### src/rtl/disc_drive_cfg.svh
`ifndef DISC_DRIVE_CFG_SVH
`define DISC_DRIVE_CFG_SVH

// ****************************************
// Synchroniser bank bit positions
// ****************************************
`define SYN_LOAD_N     0
`define SYN_HDACT_N    1
`define SYN_PHASE_A    2
`define SYN_PHASE_B    3
`define SYN_DLOCK_N    4
`define SYN_HEAD_ONE   5
`define SYN_SPIN_STB   6
`define SYN_WRITE_N    7
`define SYN_CODE0      8
`define SYN_CODE1      9
`define SYN_CODE2      10
`define SYN_VALID_N    11
`define SYN_POR        12
`define SYN_PGOOD      13
`define SYN_CLOSED_N   14
`define SYN_OPEN_N     15
`define SYN_PROTECT    16
`define SYN_TRK_RAW    17
`define SYN_IDX_SS_N   18
`define SYN_IDX_DS_N   19
`define SYN_LOADED     20
`define SYN_SS_DISC    21
`define SYN_DATA_IN    22
`define SYN_RD_DATA    23
`define SYN_SW0        24
`define SYN_SW1        25
`define SYN_SW2        26
`define SYN_SW_PRESENT 27
`define SYNC_W         28
// Active-low lines idle high through reset
`define SYNC_RST       28'h00CC893

// ****************************************
// Reset values and counts
// ****************************************
`define LATCH_RST      5'h00
`define DEFAULT_ID     3'h0
`define INDEX_FULL     2'h2
`define INDEX_ZERO     2'h0
`define COILS_OFF      4'h0

`endif

### src/rtl/disc_drive_pkg.sv
package disc_drive_pkg;

	// Command latch contents, active high inside
	typedef struct packed {
		logic head_actuate;
		logic phase_a;
		logic phase_b;
		logic door_lock;
		logic head_one;
	} cmd_latch_s;

	// Transfer direction of the drive
	typedef enum logic [1:0] {
		MODE_IDLE  = 2'b00,
		MODE_READ  = 2'b01,
		MODE_WRITE = 2'b11
	} mode_e;

	// Status bundle toward the controller
	typedef struct packed {
		logic ready;
		logic home_track;
		logic rev_pulse;
		logic spinning;
		logic protect;
	} status_s;

endpackage

### src/rtl/disc_drive_control_interface.sv
`timescale 1ns/1ns
`include "disc_drive_cfg.svh"

module disc_drive_control_interface (
	input  wire logic       sys_clk,
	input  wire logic       sys_rst,
	input  wire logic       powerup_reset,
	input  wire logic       supply_good,
	input  wire logic       load_command_strobe_n,
	input  wire logic       head_actuate_cmd_n,
	input  wire logic       phase_a_cmd,
	input  wire logic       phase_b_cmd,
	input  wire logic       door_lock_cmd_n,
	input  wire logic       head_one_select_cmd,
	input  wire logic       spin_flag_strobe,
	input  wire logic       write_request_n,
	input  wire logic       unit_code_bit0,
	input  wire logic       unit_code_bit1,
	input  wire logic       unit_code_bit2,
	input  wire logic       unit_code_valid_n,
	input  wire logic [2:0] unit_id_switch,
	input  wire logic       unit_id_present,
	input  wire logic       door_closed_sw_n,
	input  wire logic       door_open_sw_n,
	input  wire logic       protect_tab_sense,
	input  wire logic       home_track_raw,
	input  wire logic       rev_pulse_single_sided_n,
	input  wire logic       rev_pulse_double_sided_n,
	input  wire logic       heads_loaded,
	input  wire logic       single_sided_disc,
	input  wire logic       read_data,
	input  wire logic       serial_data_pos_i,
	input  wire logic       serial_data_neg_i,
	output logic            serial_data_pos_o,
	output logic            serial_data_neg_o,
	output logic            serial_data_oe,
	output logic            write_data,
	output logic            write_gate,
	output logic            read_enable,
	output logic            drive_ready_status,
	output logic            home_track_status_n,
	output logic            rev_pulse_out_n,
	output logic            spin_status_out_n,
	output logic            protect_status_n,
	output logic            door_closed,
	output logic            unit_selected_out,
	output logic            head_select,
	output logic            head_load_req,
	output logic            door_lock_drive,
	output logic [3:0]      stepper_coils,
	output logic [1:0]      drive_mode
);

	// ****************************************
	// Declarations
	// ****************************************
	logic [`SYNC_W-1:0]         raw_in;
	logic [`SYNC_W-1:0]         syn;
	disc_drive_pkg::cmd_latch_s latch_r;
	disc_drive_pkg::cmd_latch_s latch_nxt;
	disc_drive_pkg::mode_e      mode_r;
	disc_drive_pkg::mode_e      mode_nxt;
	disc_drive_pkg::status_s    status_nxt;
	logic                       load_prev_r;
	logic                       load_edge;
	logic                       por;
	logic                       write_req;
	logic                       unit_selected;
	logic [2:0]                 own_id;
	logic                       door_r;
	logic                       rev_pulse_combined;
	logic                       disc_turning;
	logic                       spin_status_internal;
	logic                       ready;
	logic                       track_unique;
	logic                       write_ok;
	logic                       read_ok;
	logic [3:0]                 coils_nxt;

	// True when the code matches the identity and is validated
	function automatic logic unit_match(input logic [2:0] code, input logic [2:0] id, input logic valid);
		unit_match = valid && (code == id);
	endfunction

	// ****************************************
	// Input synchronisation
	// ****************************************

	// Gather every outside line except serial_data_neg_i into one bank
	always_comb begin
		raw_in                  = '0;
		raw_in[`SYN_LOAD_N]     = load_command_strobe_n;
		raw_in[`SYN_HDACT_N]    = head_actuate_cmd_n;
		raw_in[`SYN_PHASE_A]    = phase_a_cmd;
		raw_in[`SYN_PHASE_B]    = phase_b_cmd;
		raw_in[`SYN_DLOCK_N]    = door_lock_cmd_n;
		raw_in[`SYN_HEAD_ONE]   = head_one_select_cmd;
		raw_in[`SYN_SPIN_STB]   = spin_flag_strobe;
		raw_in[`SYN_WRITE_N]    = write_request_n;
		raw_in[`SYN_CODE0]      = unit_code_bit0;
		raw_in[`SYN_CODE1]      = unit_code_bit1;
		raw_in[`SYN_CODE2]      = unit_code_bit2;
		raw_in[`SYN_VALID_N]    = unit_code_valid_n;
		raw_in[`SYN_POR]        = powerup_reset;
		raw_in[`SYN_PGOOD]      = supply_good;
		raw_in[`SYN_CLOSED_N]   = door_closed_sw_n;
		raw_in[`SYN_OPEN_N]     = door_open_sw_n;
		raw_in[`SYN_PROTECT]    = protect_tab_sense;
		raw_in[`SYN_TRK_RAW]    = home_track_raw;
		raw_in[`SYN_IDX_SS_N]   = rev_pulse_single_sided_n;
		raw_in[`SYN_IDX_DS_N]   = rev_pulse_double_sided_n;
		raw_in[`SYN_LOADED]     = heads_loaded;
		raw_in[`SYN_SS_DISC]    = single_sided_disc;
		raw_in[`SYN_DATA_IN]    = serial_data_pos_i;
		raw_in[`SYN_RD_DATA]    = read_data;
		raw_in[`SYN_SW0]        = unit_id_switch[0];
		raw_in[`SYN_SW1]        = unit_id_switch[1];
		raw_in[`SYN_SW2]        = unit_id_switch[2];
		raw_in[`SYN_SW_PRESENT] = unit_id_present;
	end

	// Two-stage synchroniser bank
	sync_bank u_sync (
		.sys_clk  (sys_clk),
		.sys_rst  (sys_rst),
		.async_in (raw_in),
		.sync_out (syn)
	);

	// ****************************************
	// Selection and mode
	// ****************************************

	// Absent switch reads as identity zero
	assign own_id = syn[`SYN_SW_PRESENT] ? syn[`SYN_SW2:`SYN_SW0] : `DEFAULT_ID;

	// Comparator against the unit code
	assign unit_selected = unit_match(syn[`SYN_CODE2:`SYN_CODE0], own_id, ~syn[`SYN_VALID_N]);

	assign por       = syn[`SYN_POR];
	assign write_req = ~syn[`SYN_WRITE_N];

	// Mode follows write request; idle while not selected
	always_comb begin
		mode_nxt = disc_drive_pkg::MODE_IDLE;
		case ({unit_selected, write_req})
			2'b11:   mode_nxt = disc_drive_pkg::MODE_WRITE;
			2'b10:   mode_nxt = disc_drive_pkg::MODE_READ;
			default: mode_nxt = disc_drive_pkg::MODE_IDLE;
		endcase
	end

	// Mode register
	always_ff @(posedge sys_clk or posedge sys_rst) begin
		if (sys_rst) begin
			mode_r <= disc_drive_pkg::MODE_IDLE;
		end else begin
			mode_r <= mode_nxt;
		end
	end

	// ****************************************
	// Command latch
	// ****************************************

	// Strobe assertion edge
	always_ff @(posedge sys_clk or posedge sys_rst) begin
		if (sys_rst) begin
			load_prev_r <= 1'b0;
		end else begin
			load_prev_r <= ~syn[`SYN_LOAD_N];
		end
	end

	assign load_edge = ~syn[`SYN_LOAD_N] & ~load_prev_r;

	// Next latch contents, inverted active-low commands
	always_comb begin
		latch_nxt.head_actuate = ~syn[`SYN_HDACT_N];
		latch_nxt.phase_a      = syn[`SYN_PHASE_A];
		latch_nxt.phase_b      = syn[`SYN_PHASE_B];
		latch_nxt.door_lock    = ~syn[`SYN_DLOCK_N];
		latch_nxt.head_one     = syn[`SYN_HEAD_ONE];
	end

	// Capture gated by selection and read mode; reset clears
	always_ff @(posedge sys_clk or posedge sys_rst) begin
		if (sys_rst) begin
			latch_r <= `LATCH_RST;
		end else if (por) begin
			latch_r <= `LATCH_RST;
		end else if (load_edge && unit_selected && !write_req) begin
			latch_r <= latch_nxt;
		end
	end

	// ****************************************
	// Sensors
	// ****************************************

	// Door flip-flop; open wins when both lines are low
	always_ff @(posedge sys_clk or posedge sys_rst) begin
		if (sys_rst) begin
			door_r <= 1'b0;
		end else if (!syn[`SYN_OPEN_N]) begin
			door_r <= 1'b0;
		end else if (!syn[`SYN_CLOSED_N]) begin
			door_r <= 1'b1;
		end
	end

	// Either index sensor gives the revolution pulse
	assign rev_pulse_combined = ~syn[`SYN_IDX_SS_N] | ~syn[`SYN_IDX_DS_N];

	// Index counter and spin flag
	spin_counter u_spin (
		.sys_clk      (sys_clk),
		.sys_rst      (sys_rst),
		.clear        (por | ~door_r),
		.rev_pulse    (rev_pulse_combined),
		.strobe       (syn[`SYN_SPIN_STB]),
		.disc_turning (disc_turning),
		.spin_flag    (spin_status_internal)
	);

	// Raw sensor covers tracks -01..01; phases make it unique
	assign track_unique = syn[`SYN_TRK_RAW] & latch_r.phase_a & latch_r.phase_b;

	// Ready and transfer enables
	assign ready    = spin_status_internal & unit_selected & syn[`SYN_LOADED]
	                  & ~(latch_r.head_one & syn[`SYN_SS_DISC]);
	assign read_ok  = ready & ~write_req;
	assign write_ok = syn[`SYN_PGOOD] & unit_selected & ready & write_req
	                  & ~syn[`SYN_PROTECT];

	// Four-phase coil pattern from latched phases, off while head_actuate is clear
	assign coils_nxt = latch_r.head_actuate
	                   ? {~latch_r.phase_b, ~latch_r.phase_a, latch_r.phase_b, latch_r.phase_a}
	                   : `COILS_OFF;

	// Status bundle
	always_comb begin
		status_nxt.ready      = ready;
		status_nxt.home_track = track_unique;
		status_nxt.rev_pulse  = rev_pulse_combined;
		status_nxt.spinning   = spin_status_internal;
		status_nxt.protect    = syn[`SYN_PROTECT];
	end

	// ****************************************
	// Registered outputs
	// ****************************************

	// Status toward the controller
	always_ff @(posedge sys_clk or posedge sys_rst) begin
		if (sys_rst) begin
			drive_ready_status  <= 1'b0;
			home_track_status_n <= 1'b1;
			rev_pulse_out_n     <= 1'b1;
			spin_status_out_n   <= 1'b1;
			protect_status_n    <= 1'b1;
			door_closed         <= 1'b0;
			unit_selected_out   <= 1'b0;
			drive_mode          <= 2'h0;
		end else begin
			drive_ready_status  <= status_nxt.ready;
			home_track_status_n <= ~status_nxt.home_track;
			rev_pulse_out_n     <= ~status_nxt.rev_pulse;
			spin_status_out_n   <= ~status_nxt.spinning;
			protect_status_n    <= ~status_nxt.protect;
			door_closed         <= door_r;
			unit_selected_out   <= unit_selected;
			drive_mode          <= mode_r;
		end
	end

	// Actuators from the latch
	always_ff @(posedge sys_clk or posedge sys_rst) begin
		if (sys_rst) begin
			head_select     <= 1'b0;
			head_load_req   <= 1'b0;
			door_lock_drive <= 1'b0;
			stepper_coils   <= `COILS_OFF;
		end else begin
			head_select     <= latch_r.head_one;
			head_load_req   <= latch_r.head_actuate & disc_turning;
			door_lock_drive <= latch_r.door_lock | latch_r.head_actuate;
			stepper_coils   <= coils_nxt;
		end
	end

	// Data pair: out on read, in on write
	always_ff @(posedge sys_clk or posedge sys_rst) begin
		if (sys_rst) begin
			read_enable       <= 1'b0;
			write_gate        <= 1'b0;
			serial_data_oe    <= 1'b0;
			serial_data_pos_o <= 1'b0;
			serial_data_neg_o <= 1'b1;
			write_data        <= 1'b0;
		end else begin
			read_enable       <= read_ok;
			write_gate        <= write_ok;
			serial_data_oe    <= read_ok;
			serial_data_pos_o <= syn[`SYN_RD_DATA];
			serial_data_neg_o <= ~syn[`SYN_RD_DATA];
			write_data        <= write_ok & syn[`SYN_DATA_IN];
		end
	end

	// ****************************************
	// Assertions
	// ****************************************
	a_head_select_follow: assert property (@(posedge sys_clk) disable iff (sys_rst)
		head_select == $past(latch_r.head_one))
		else $error("head select does not follow latch");

	a_latch_gated_load: assert property (@(posedge sys_clk) disable iff (sys_rst)
		(!por && (!load_edge || !unit_selected || write_req)) |=> $stable(latch_r))
		else $error("latch changed without a gated load");

	a_latch_takes_cmd: assert property (@(posedge sys_clk) disable iff (sys_rst)
		(!por && load_edge && unit_selected && !write_req) |=> latch_r == $past(latch_nxt))
		else $error("latch missed a gated load");

	a_coils_phase: assert property (@(posedge sys_clk) disable iff (sys_rst)
		$past(latch_r.head_actuate) |-> stepper_coils[1:0] == {$past(latch_r.phase_b), $past(latch_r.phase_a)})
		else $error("coils do not match phases");

	a_write_gate_cause: assert property (@(posedge sys_clk) disable iff (sys_rst)
		write_gate |-> $past(syn[`SYN_PGOOD] && unit_selected && ready && write_req && !syn[`SYN_PROTECT]))
		else $error("write gate without all conditions");

	a_por_clears: assert property (@(posedge sys_clk) disable iff (sys_rst)
		por |=> (latch_r == `LATCH_RST && !spin_status_internal) ##1 stepper_coils == `COILS_OFF)
		else $error("power-up reset did not clear");

	a_spin_load: assert property (@(posedge sys_clk) disable iff (sys_rst)
		(syn[`SYN_SPIN_STB] && !$past(syn[`SYN_SPIN_STB]) && !por && door_r)
		|=> spin_status_internal == $past(disc_turning))
		else $error("spin flag not loaded on strobe");

	a_mode_write: assert property (@(posedge sys_clk) disable iff (sys_rst)
		(unit_selected && write_req) |=> mode_r == disc_drive_pkg::MODE_WRITE)
		else $error("write mode not entered");

	a_pair_direction: assert property (@(posedge sys_clk) disable iff (sys_rst)
		serial_data_oe |-> !write_gate)
		else $error("pair driven while writing");

	a_home_track_low: assert property (@(posedge sys_clk) disable iff (sys_rst)
		home_track_status_n == !$past(syn[`SYN_TRK_RAW] && latch_r.phase_a && latch_r.phase_b))
		else $error("home track status wrong");

	a_select_match: assert property (@(posedge sys_clk) disable iff (sys_rst)
		unit_selected |-> (!syn[`SYN_VALID_N] && syn[`SYN_CODE2:`SYN_CODE0] == own_id))
		else $error("selected without a match");

	a_default_id: assert property (@(posedge sys_clk) disable iff (sys_rst)
		!syn[`SYN_SW_PRESENT] |-> own_id == `DEFAULT_ID)
		else $error("identity not zero without switch");

	a_door_open_clears: assert property (@(posedge sys_clk) disable iff (sys_rst)
		!syn[`SYN_OPEN_N] |=> !door_r ##1 !door_closed)
		else $error("door flag not cleared");

	a_protect_blocks: assert property (@(posedge sys_clk) disable iff (sys_rst)
		syn[`SYN_PROTECT] |=> !write_gate)
		else $error("write gate open with protect");

	a_index_out: assert property (@(posedge sys_clk) disable iff (sys_rst)
		rev_pulse_out_n == !$past(rev_pulse_combined))
		else $error("index out not inverted or");

	a_ready_cause: assert property (@(posedge sys_clk) disable iff (sys_rst)
		drive_ready_status |-> $past(spin_status_internal && unit_selected && syn[`SYN_LOADED]))
		else $error("ready without its conditions");

	a_read_enable: assert property (@(posedge sys_clk) disable iff (sys_rst)
		read_enable == $past(ready && !write_req))
		else $error("read enable wrong");

endmodule

### src/rtl/sync_bank.sv
`timescale 1ns/1ns
`include "disc_drive_cfg.svh"

module sync_bank #(
	parameter int               WIDTH   = `SYNC_W,
	parameter logic [WIDTH-1:0] RST_VAL = `SYNC_RST
) (
	input  wire logic             sys_clk,
	input  wire logic             sys_rst,
	input  wire logic [WIDTH-1:0] async_in,
	output logic      [WIDTH-1:0] sync_out
);

	logic [WIDTH-1:0] meta_r;

	// ****************************************
	// Two flip-flops per line
	// ****************************************
	genvar i;
	generate
		for (i = 0; i < WIDTH; i++) begin : g_bit
			// First stage feeds only the second
			always_ff @(posedge sys_clk or posedge sys_rst) begin
				if (sys_rst) begin
					meta_r[i]   <= RST_VAL[i];
					sync_out[i] <= RST_VAL[i];
				end else begin
					meta_r[i]   <= async_in[i];
					sync_out[i] <= meta_r[i];
				end
			end
		end
	endgenerate

endmodule

### src/rtl/spin_counter.sv
`timescale 1ns/1ns
`include "disc_drive_cfg.svh"

module spin_counter (
	input  wire logic sys_clk,
	input  wire logic sys_rst,
	input  wire logic clear,
	input  wire logic rev_pulse,
	input  wire logic strobe,
	output logic      disc_turning,
	output logic      spin_flag
);

	logic [1:0] count_r;
	logic       rev_prev_r;
	logic       stb_prev_r;
	logic       rev_edge;
	logic       stb_edge;

	// Edge detectors on synchronised levels
	assign rev_edge = rev_pulse & ~rev_prev_r;
	assign stb_edge = strobe & ~stb_prev_r;

	// Previous levels
	always_ff @(posedge sys_clk or posedge sys_rst) begin
		if (sys_rst) begin
			rev_prev_r <= 1'b0;
			stb_prev_r <= 1'b0;
		end else begin
			rev_prev_r <= rev_pulse;
			stb_prev_r <= strobe;
		end
	end

	// Two successive index pulses mark a turning disc
	always_ff @(posedge sys_clk or posedge sys_rst) begin
		if (sys_rst) begin
			count_r <= `INDEX_ZERO;
		end else if (clear) begin
			count_r <= `INDEX_ZERO;
		end else if (rev_edge && count_r != `INDEX_FULL) begin
			count_r <= count_r + 2'h1;
		end
	end

	assign disc_turning = (count_r == `INDEX_FULL);

	// Spin flag loads counter output on the strobe
	always_ff @(posedge sys_clk or posedge sys_rst) begin
		if (sys_rst) begin
			spin_flag <= 1'b0;
		end else if (clear) begin
			spin_flag <= 1'b0;
		end else if (stb_edge) begin
			spin_flag <= disc_turning;
		end
	end

endmodule

### config.mk
export PLATFORM = sky130hd
export DESIGN_NAME = disc_drive_control_interface
export DESIGN_NICKNAME = d
export VERILOG_FILES = /design/src/rtl/disc_drive_pkg.sv /design/src/rtl/disc_drive_control_interface.sv /design/src/rtl/sync_bank.sv /design/src/rtl/spin_counter.sv
export VERILOG_INCLUDE_DIRS = /design/src /design/src/rtl
export SDC_FILE = /design/constraint.sdc
export NUM_CORES = 1
export LEC_CHECK = 0
export BUFFER_PORTS_ARGS = -buffer_cell sky130_fd_sc_hd__buf_2
export CAP_MARGIN = 20
export CELL_PAD_IN_SITES_DETAIL_PLACEMENT = 1
export CELL_PAD_IN_SITES_GLOBAL_PLACEMENT = 1
export CORE_ASPECT_RATIO = 0.8
export CORE_MARGIN = 2
export CORE_UTILIZATION = 25
export CTS_BUF_LIST = sky130_fd_sc_hd__clkbuf_2
export DETAILED_ROUTE_END_ITERATION = 6
export PLACE_DENSITY_LB_ADDON = 0.1
export SETUP_SLACK_MARGIN = 0.4
export SYNTH_ARGS = -nofsm -noshare
export SYNTH_HDL_FRONTEND = slang
export SYNTH_SLANG_ARGS = --single-unit
export TNS_END_PERCENT = 30
### constraint.sdc
create_clock -name sys_clk -period 3.47 [get_ports sys_clk]
set_clock_uncertainty 0.05 [all_clocks]
set_input_delay 0.5205 -clock sys_clk [delete_from_list [all_inputs] [get_ports sys_clk]]
set_output_delay 0.5205 -clock sys_clk [all_outputs]
set_load 0.005 [all_outputs]
## Word level (Yosys, flattened, before mapping)

Index checks and enable logic that the tools add are counted.

- Memory bits (writable): 0
- Input bits: 31
- Bits in read-only memories: 0
- Flip-flop bits (word level): 91
- Memories kept: 0
- Latch bits: 0

- Multiply operators: 0
- Add/sub/neg operators: 1
- Mux-type cells: 11
- Bitwise gates (word level): 38
- Reduce and logical (&&, ||, !) cells: 7
- Divide/modulo/power cells: 0
- Eq/ne operators: 6
- Shift-type cells: 0
- $lt $le $gt $ge: 0

Operator list:

| kind | count |
|---|---|
| inverter 1 bit | 19 |
| AND 1 bit | 16 |
| two-way mux 5 bit | 2 |
| equality test 2 bit, second input constant | 3 |
| nonzero test 2 bit | 3 |
| logical AND 1 bit | 4 |
| two-way mux 1 bit | 4 |
| two-way mux 2 bit | 2 |
| two-way mux 4 bit | 1 |
| != test 2 bit, second input constant | 2 |
| case mux 2 bit (2 select lines) | 1 |
| equality test 3 bit | 1 |
| two-way mux 3 bit | 1 |
| OR 1 bit | 3 |
| adder 2 x 1 -> 2 bit, second input constant | 1 |

## Depth between registers and ports, before layout

Gate-level depths: netlist of run 1.

- Depth after elaboration: 10
- Mapped depth: 5
- Mapped depth without buffers: 5

## By module

Synthesis of run 1 repeated with hierarchy kept, for this count alone.

- Cell total of the unflattened synthesis: 161
- Area, all modules: 2781.4 µm²

Modules (own cells, without submodules):

| module | cells each | seq. area each (µm²) | instances | area each (µm²) |
|---|---|---|---|---|
| sync_bank | 57 | 1423.9 | 1 | 1427.6 |
| disc_drive_control_interface | 87 | 757.0 | 1 | 1139.8 |
| spin_counter | 17 | 125.1 | 1 | 214.0 |

## Worst setup path before layout of run 1

No wires, ideal clock.

- Kind: reg-to-reg
- Start: reg u_sync.sync_out[27]
- End: reg latch_r[1] (netlist bit)
- Clock period less this slack: 1.760 ns
- Arrival time: 1.585 ns
- Buffers on the path: 0
- Required time: 3.295 ns
- Cell stages (with the launch flop): 5
- Path slack: 1.710 ns
- Cell sequence: dfrtp_1 -> nand2_1 -> a221o_1 -> nor4_4 -> mux2_4

- Word-level cells in the longest chain between the ends: 6

Ends and longest elaborated chain:

| item | line | source |
|---|---|---|
| from (decl) | sync_bank.sv:11 | `output logic [WIDTH-1:0] sync_out` |
| from (signal, indexed assignment) | sync_bank.sv:26 | `sync_out[i] <= RST_VAL[i];` |
| from (signal, indexed assignment) | sync_bank.sv:29 | `sync_out[i] <= meta_r[i];` |
| two-way mux 3 bit (no line) | - |  |
| equality test 3 bit | disc_drive_control_interface.sv:82 | `unit_match = valid && (code == id);` |
| logical AND 1 bit | disc_drive_control_interface.sv:82 |  |
| logical AND 1 bit (2 in series) | disc_drive_control_interface.sv:192 | `end else if (load_edge && unit_selected && !write_req) begin` |
| nonzero test 2 bit (no line) | - |  |
| to (signal assigned) | disc_drive_control_interface.sv:189 | `` latch_r <= `LATCH_RST; `` |
| to (signal assigned) | disc_drive_control_interface.sv:191 | `` latch_r <= `LATCH_RST; `` |
| to (signal assigned) | disc_drive_control_interface.sv:193 | `latch_r <= latch_nxt;` |
| to (decl) | disc_drive_control_interface.sv:59 | `disc_drive_pkg::cmd_latch_s latch_r;` |

Every way passes these cells.
A chain may end at the register's enable or synchronous reset.

## Worst setup path in the final report of run 1

Ends and elaborated chain as after synthesis.

==> flow_summary.yaml, run 1 <==
timing:
  relSlewSlack: 0.619
  setup_tns_ns: 0
  post-route-period-util: 0.548
  grt_setup_unrepaired: "no"
  worstMarginPinSlew_ns: 0.571
  setup_viol: 0
  period_needed_ns: 1.90
  hold_viol: 0
  fmax_mhz: 526
  fin_hold_ws_ns: 0.305
  maxSlewViolCount: 0
worst_hold_path:
  holdPathStages: 0
  hold_class: "flop to flop"
critical_path:
  worstPathRequired_ns: 3.86
  r2r.worst_path.cells: 4
  arrival_ns: 2.29
  worst_setup_path_start_kind: "flop"
  crit_fanout: 5
  slowest_stage: "nor4_4"
  crit_type: "flop to flop"
  slowest_delay_ns: 0.54
  crit_cells: 4
  endpoint_kind: "flop"
  path_buf_inv: 0
  cp_cell_sequence: "nand2_1 -> a221o_1 -> nor4_4 -> mux2_4"
  crit_family: "simple AND/OR/NAND/NOR gates"
power_and_ir_drop:
  peakVddDrop_mv: 0.228
  power.density_nw_per_um2: 513
  leakage_nw: 1.72
detailed_routing:
  drc: 0
  drt-pass1-iter-count: 2
  detail_route.wirelength_um: 4360
  wl_per_cell_um: 10.9
  initialDrtViolationCount: 17
  num_vias: 1458
  via_per_inst: 3.65
  antenna_left: 0
floorplanning:
  start_util: 0.254
  core_sq_um: 10800
  die_y_um: 97.6
  die_w_um: 121
  dieArea_sq_um: 11800
  core.rowCount: 34
  pin_count: 53
synth:
  ys_warn_count: 0
  synthTopCellsByArea: "dfrtp_1 62%, dfstp_2 22%, nand2b_1 2.1%, mux2i_1 1.8%, inv_1 1.5%"
  synth_compound_area_frac: 0.0146
  muxShareOfSynthArea: 0.0293
  synth_fa_ha_area_frac: 0.00457
  synth-xor-area-share: 0.00320
  synth_area_per_cell_sq_um: 17.2
  synth_top_family_by_area: "simple AND/OR/NAND/NOR gates"
  synth_nets: 191
  yosys.area.top_type: "dfrtp_1"
  ys_seq_elements: 91
  synthSimpleGateAreaFrac: 0.0860
  synthesis.area_sq_um: 2740
  yosysTopAreaCellShare: 0.622
  synth_cells: 159
  ys_types: 26
  yosysSeqAreaShare: 0.843
clock_tree:
  cts_sinks: 91
  cts_buffers: 9
  cts_max_path_buffers: 2
  clock_latency_ns: 0.51
  cts_tree: "done"
  postCtsSetupBuffers: 0
  clockRootBuffer: "clkbuf_2"
  path_clk_slew_ns: 0.23
  h-tree-depth: 3
cells_and_area:
  antennaDiodeCount: 0
  instances_no_fill: 399
  layout-drive-gt1-share: 0.376
  final_nets: 282
  syn2layout_area_growth_pct: 32.4
placement:
  portBuffers: 51
  place_inst: 354
  gp_congestion: 0.650
  hpwlAfterDp_um: 2820
grt:
  grt_use_total: 0.0875
  grt_max_degree: 46
  antenna_found_initial: 0
  grt_first_pass_wirelength_um: 7810
  first_global_vias: 1630
  grt_overflow_total: 0
flow_run:
  drv_cap: 0
status:
  status: "complete, no violations"
==> synthesized netlist by cell type (all sizes together) <==
master,instances
a21boi,1
a21oi,2
a221o,1
a31oi,2
and2,4
and3,2
and4,1
buf,1
clkbuf,1
dfrtp,68
dfstp,23
ha,1
inv,11
mux2,2
mux2i,5
nand2,5
nand2b,9
nand3,1
nor2,6
nor2b,4
nor3,4
nor3b,1
nor4,2
or2,1
xnor2,1
==> worst paths after layout <==
kind	start	end	slack (ns)
min in group asynchronous	sys_rst	u_sync.sync_out[12]	0.52
worst min-delay path	u_sync.meta_r[1]	u_sync.sync_out[1]	0.31
worst max register to register	u_sync.sync_out[27]	latch_r[1]	1.57
worst max-delay path	u_sync.sync_out[27]	latch_r[1]	1.57
worst min register to register	u_sync.meta_r[1]	u_sync.sync_out[1]	0.31
max in group asynchronous	sys_rst	rev_pulse_out_n	2.07
==> cells by family (layout without fill, tap and decap cells) <==
logic type                 count (synthesis)  count (layout)
xor gates and xnor gates                   1               1
and+or+nand+nor                           40              40
muxes                                      7               7
DFF                                       91              91
AOI/OAI and AO/OA                          6               6
buffers and inverters                     13             109
adders and majority gates                  1               1
==> state kept, by name, summed over array words and instances (netlist names), 2 cells and up <==
signal	count
drive_mode	2
latch_r	5
mode_r	2
stepper_coils	4
u_spin.count_r	2
u_sync.meta_r	28
u_sync.sync_out	28
==> routing by layer <==
layer,routed length [um],global-route usage,share of wire
met5,0,0,0
met4,85,0.0429,0.019
met3,279,0.0428,0.064
met2,1920,0.124,0.44
met1,2070,0.111,0.47
==> metrics by stage <==
step | util | total power [mW] | setup slack, ns | instance area [sq um]
floorplan | - | 1.17 | 0.574 | 2740
global placement | 0.295 | 1.21 | 1.55 | 3180
detailed placement | 0.295 | 1.21 | 1.55 | 3180
CTS | 0.336 | 1.90 | 1.54 | 3620
global route | 0.336 | 1.96 | 1.45 | 3620
finish | 0.336 | 1.86 | 1.57 | 3620
==> repair_timing <==
| item | 4_1_cts | 5_1_grt |
|---|---|---|
| resized for setup | 0 | 0 |
| endpoints found under the hold margin | 64 | 0 |
| hold buffers | 29 | 0 |
==> final cells by class <==
| class | instances | area (sq um) |
|---|---|---|
| timing repair buffer | 82 | 561 |
| clock buffer | 10 | 50.0 |
| inverter | 11 | 43.8 |
| clock inverter | 6 | 104 |
| sequential | 91 | 2310 |
| fill | 1147 | 7140 |
| multi-input combinational | 55 | 377 |
| tap | 144 | 180 |
==> worst register-to-register path: cells and delay by family (launching register included) <==
| kind | cells | cell delay [ns] |
|---|---|---|
| AOI/OAI and AO/OA | 1 | 0.40 |
| DFF | 1 | 0.44 |
| muxes | 1 | 0.34 |
| and+or+nand+nor | 2 | 0.61 |
==> cells in the final DEF (no fill, tap or decap), types with 2 or more instances in the layout <==
master and count:
dfrtp_1 68, buf_2 51, dlygate4sd3_1 29, dfstp_2 23, inv_1 10, clkbuf_2 10, nand2b_1 9, nor2_1 6
nand2_1 5, mux2i_1 5, nor3_1 4, and2_1 4, nor2b_1 4, bufinv_16 3, a31oi_1 2, a21oi_1 2
and3_1 2, mux2_4 2, clkinv_2 2, buf_4 2
==> where the power goes <==
group | leakage, nW | internal [mW] | total [mW] | switching, mW
clock network | 0.0933 | 0.309 | 0.643 | 0.334
logic | 0.541 | 0.0455 | 0.0865 | 0.0410
registers | 1.09 | 1.11 | 1.13 | 0.0156
Power figures use the tool's default switching activity.
==> inputs of run 2 (changes only) <==
Settings changed: ABC_AREA from default to 1.
Clock period 3.47 ns to 1.8 ns, I/O delays scaled along.
==> flow_summary.yaml, run 2 <==
synth:
  ys_seq_elements: 91
  synth.most_common_cell: "dfrtp_1"
  synth_edf_count: 0
  synth_nets: 222
  synth_cells: 190
  yosysTopAreaCellShare: 0.608
  ys_types: 23
  synthTopCellsByArea: "dfrtp_1 61%, dfstp_2 22%, inv_1 3.4%, nand2_1 3.2%, nand3_1 2.3%"
  yosys.area.top_type: "dfrtp_1"
  synth_flop_cell: "dfrtp_1"
  synth_common_cells: "68 x dfrtp_1, 25 x inv_1, 24 x nand2_1, 23 x dfstp_2, 13 x nand3_1"
  async_reset_ff_frac: 1.00
  ys_warn_count: 0
  yosysSeqAreaShare: 0.824
  synthesis.area_sq_um: 2800
  synth_area_per_cell_sq_um: 14.7
detailed_routing:
  antenna_left: 0
  num_vias: 1578
  detail_route.wirelength_um: 4770
  drc: 0
  wl_per_cell_um: 11.1
  initialDrtViolationCount: 40
  drt-pass1-iter-count: 2
  via_per_inst: 3.66
floorplanning:
  dieArea_sq_um: 12100
  core.rowCount: 34
  die_w_um: 122
  core_sq_um: 10900
  start_util: 0.257
  pin_count: 53
  die_y_um: 98.6
clock_tree:
  cts_max_path_buffers: 2
  path_clk_slew_ns: 0.22
  postCtsSetupBuffers: 0
  cts_tree: "done"
  cts_buffers: 9
  clockRootBuffer: "clkbuf_2"
  h-tree-depth: 3
  clock_latency_ns: 0.51
  cts_sinks: 91
timing:
  fmax_mhz: 670
  post-route-period-util: 0.829
  hold_viol: 0
  period_needed_ns: 1.49
  setup_tns_ns: 0
  worstMarginPinSlew_ns: 0.500
  grt_setup_unrepaired: "yes"
  setup_viol: 0
  maxSlewViolCount: 0
  relSlewSlack: 0.667
critical_path:
  arrival_ns: 1.17
  r2r_start: "u_sync.sync_out[27]"
  r2r.worst_path.cells: 7
  worstPathRequired_ns: 1.48
  slowest_delay_ns: 0.58
  crit_fanout: 1
  cp_cell_sequence: "buf_6"
  rr_endpoint: "write_data"
  crit_family: "flip-flops"
  r2r_slack_ns: 0.45
  slowest_stage: "dfstp_2"
  crit_type: "flop to output port"
  endpoint_kind: "output port"
  path_buf_inv: 1
  worst_setup_path_start_kind: "flop"
cells_and_area:
  multi_input_area_sq_um: 390
  final_nets: 314
  syn2layout_area_growth_pct: 31.8
  antennaDiodeCount: 0
  top_regs: "u_sync.meta_r: 28 flops, u_sync.sync_out: 28 flops, latch_r: 5 flops"
  layout_commonest_cell: "dfrtp_1"
  regArea_sq_um: 2310
  instances_no_fill: 431
  fill_cells: 1216
  layout-drive-gt1-share: 0.380
  layout_common_cells: "67 x dfrtp_1, 48 x buf_2, 29 x dlygate4sd3_1, 24 x inv_1, 23 x dfstp_2"
grt:
  grt_overflow_total: 0
  first_global_vias: 1744
  grt_first_pass_wirelength_um: 8300
  grt_use_total: 0.0914
  grt_max_degree: 92
  antenna_found_initial: 0
power_and_ir_drop:
  switching_share: 0.233
  power_switching_uw: 778
  peakVddDrop_mv: 0.306
  pwr-share-comb: 0.060
  leakage_nw: 1.86
  p_int_mw: 2.56
  power_frac_clock: 0.288
  p_seq_frac: 0.652
  power.density_nw_per_um2: 905
placement:
  gp_congestion: 0.664
  portBuffers: 51
  hpwlAfterDp_um: 2990
  place_inst: 386
worst_hold_path:
  hold_class: "primary input to async pin"
status:
  status: "complete, no violations"
flow_run:
  drv_cap: 0
[run 2: changes by cell type after synthesis, sizes merged, moves of 5 or more]
cell	previous run	this run
nand3	1	14
nand2b	9	0
nor2	6	11
inv	11	28
nand2	5	28
nand4	0	6
mux2i	5	0
[run 2: how the worst max path moves through the flow]
stage                              from                  end  depth (start not counted)
detailed placement   u_sync.sync_out[7]           latch_r[2]                          5
CTS                    protect_status_n     protect_status_n                          1
global placement     u_sync.sync_out[7]           latch_r[0]                          5
finish                  rev_pulse_out_n      rev_pulse_out_n                          1
global route        home_track_status_n  home_track_status_n                          1
floorplan                       sys_rst          door_closed                          1
[run 2: repair_timing]
| action | CTS | global route |
|---|---|---|
| endpoints found under the setup margin | 27 | 32 |
| cloned | 0 | 0 |
| pin swaps | 0 | 3 |
| resized for setup | 0 | 8 |
| endpoints found under the hold margin | 96 | 0 |
| hold buffers | 29 | 0 |
[run 2: layout make-up]
type / instances / share of cell area
multi-input combinational: 69 / 0.106
timing repair buffer: 82 / 0.160
clock buffer: 10 / 0.0136
clock inverter: 6 / 0.0153
inverter: 29 / 0.0305
sequential: 91 / 0.626
tap: 144 / 0.0488
[run 2: cell families (layout without fill, tap and decap cells)]
logic type | count (synthesis) | in the layout | synth area share
DFF | 91 | 91 | 0.824
adders and majority gates | 1 | 1 | 0.00447
AOI/OAI and AO/OA | 6 | 6 | 0.0130
buffers and inverters | 30 | 127 | 0.0416
and+or+nand+nor | 62 | 62 | 0.117
[run 2: worst register-to-register path, cell delays in order, from the launching register on]
cell and delay (ns):
dfrtp_2 0.52, nand2_2 0.09, nand2_1 0.07, nand2_2 0.08, nand2_2 0.09, nor2_8 0.21, nand2_4 0.09, nor3_2 0.10
[run 2: layer usage]
layer	track usage	vias up	part of all wire
met4	0.0371	0	0.013
met2	0.137	32	0.47
met5	0	-	0
met1	0.114	772	0.47
met3	0.0428	5	0.051
li1	-	769	-
[run 2: power by group through the flow]
stage | Clock [mW] | Sequential (mW) | Combinational (mW)
after floorplan | 0 | 2.21 | 0.0779
after global placement | 0 | 2.21 | 0.149
after detailed placement | 0 | 2.21 | 0.153
after CTS | 1.05 | 2.18 | 0.202
after global routing | 1.13 | 2.19 | 0.227
final | 0.963 | 2.18 | 0.199
[run 2: per-stage QoR]
step | worst slack (ns) | hold WS, ns | cell area (sq um) | power, mW | utilization
after global routing | 0.171 | 0.214 | 3690 | 3.55 | 0.339
after CTS | 0.213 | 0.230 | 3650 | 3.43 | 0.335
after floorplan | 0.435 | 0.224 | 2800 | 2.28 | -
final | 0.308 | 0.318 | 3690 | 3.34 | 0.339
after global placement | 0.408 | 0.281 | 3260 | 2.36 | 0.299
after detailed placement | 0.428 | 0.286 | 3260 | 2.36 | 0.299
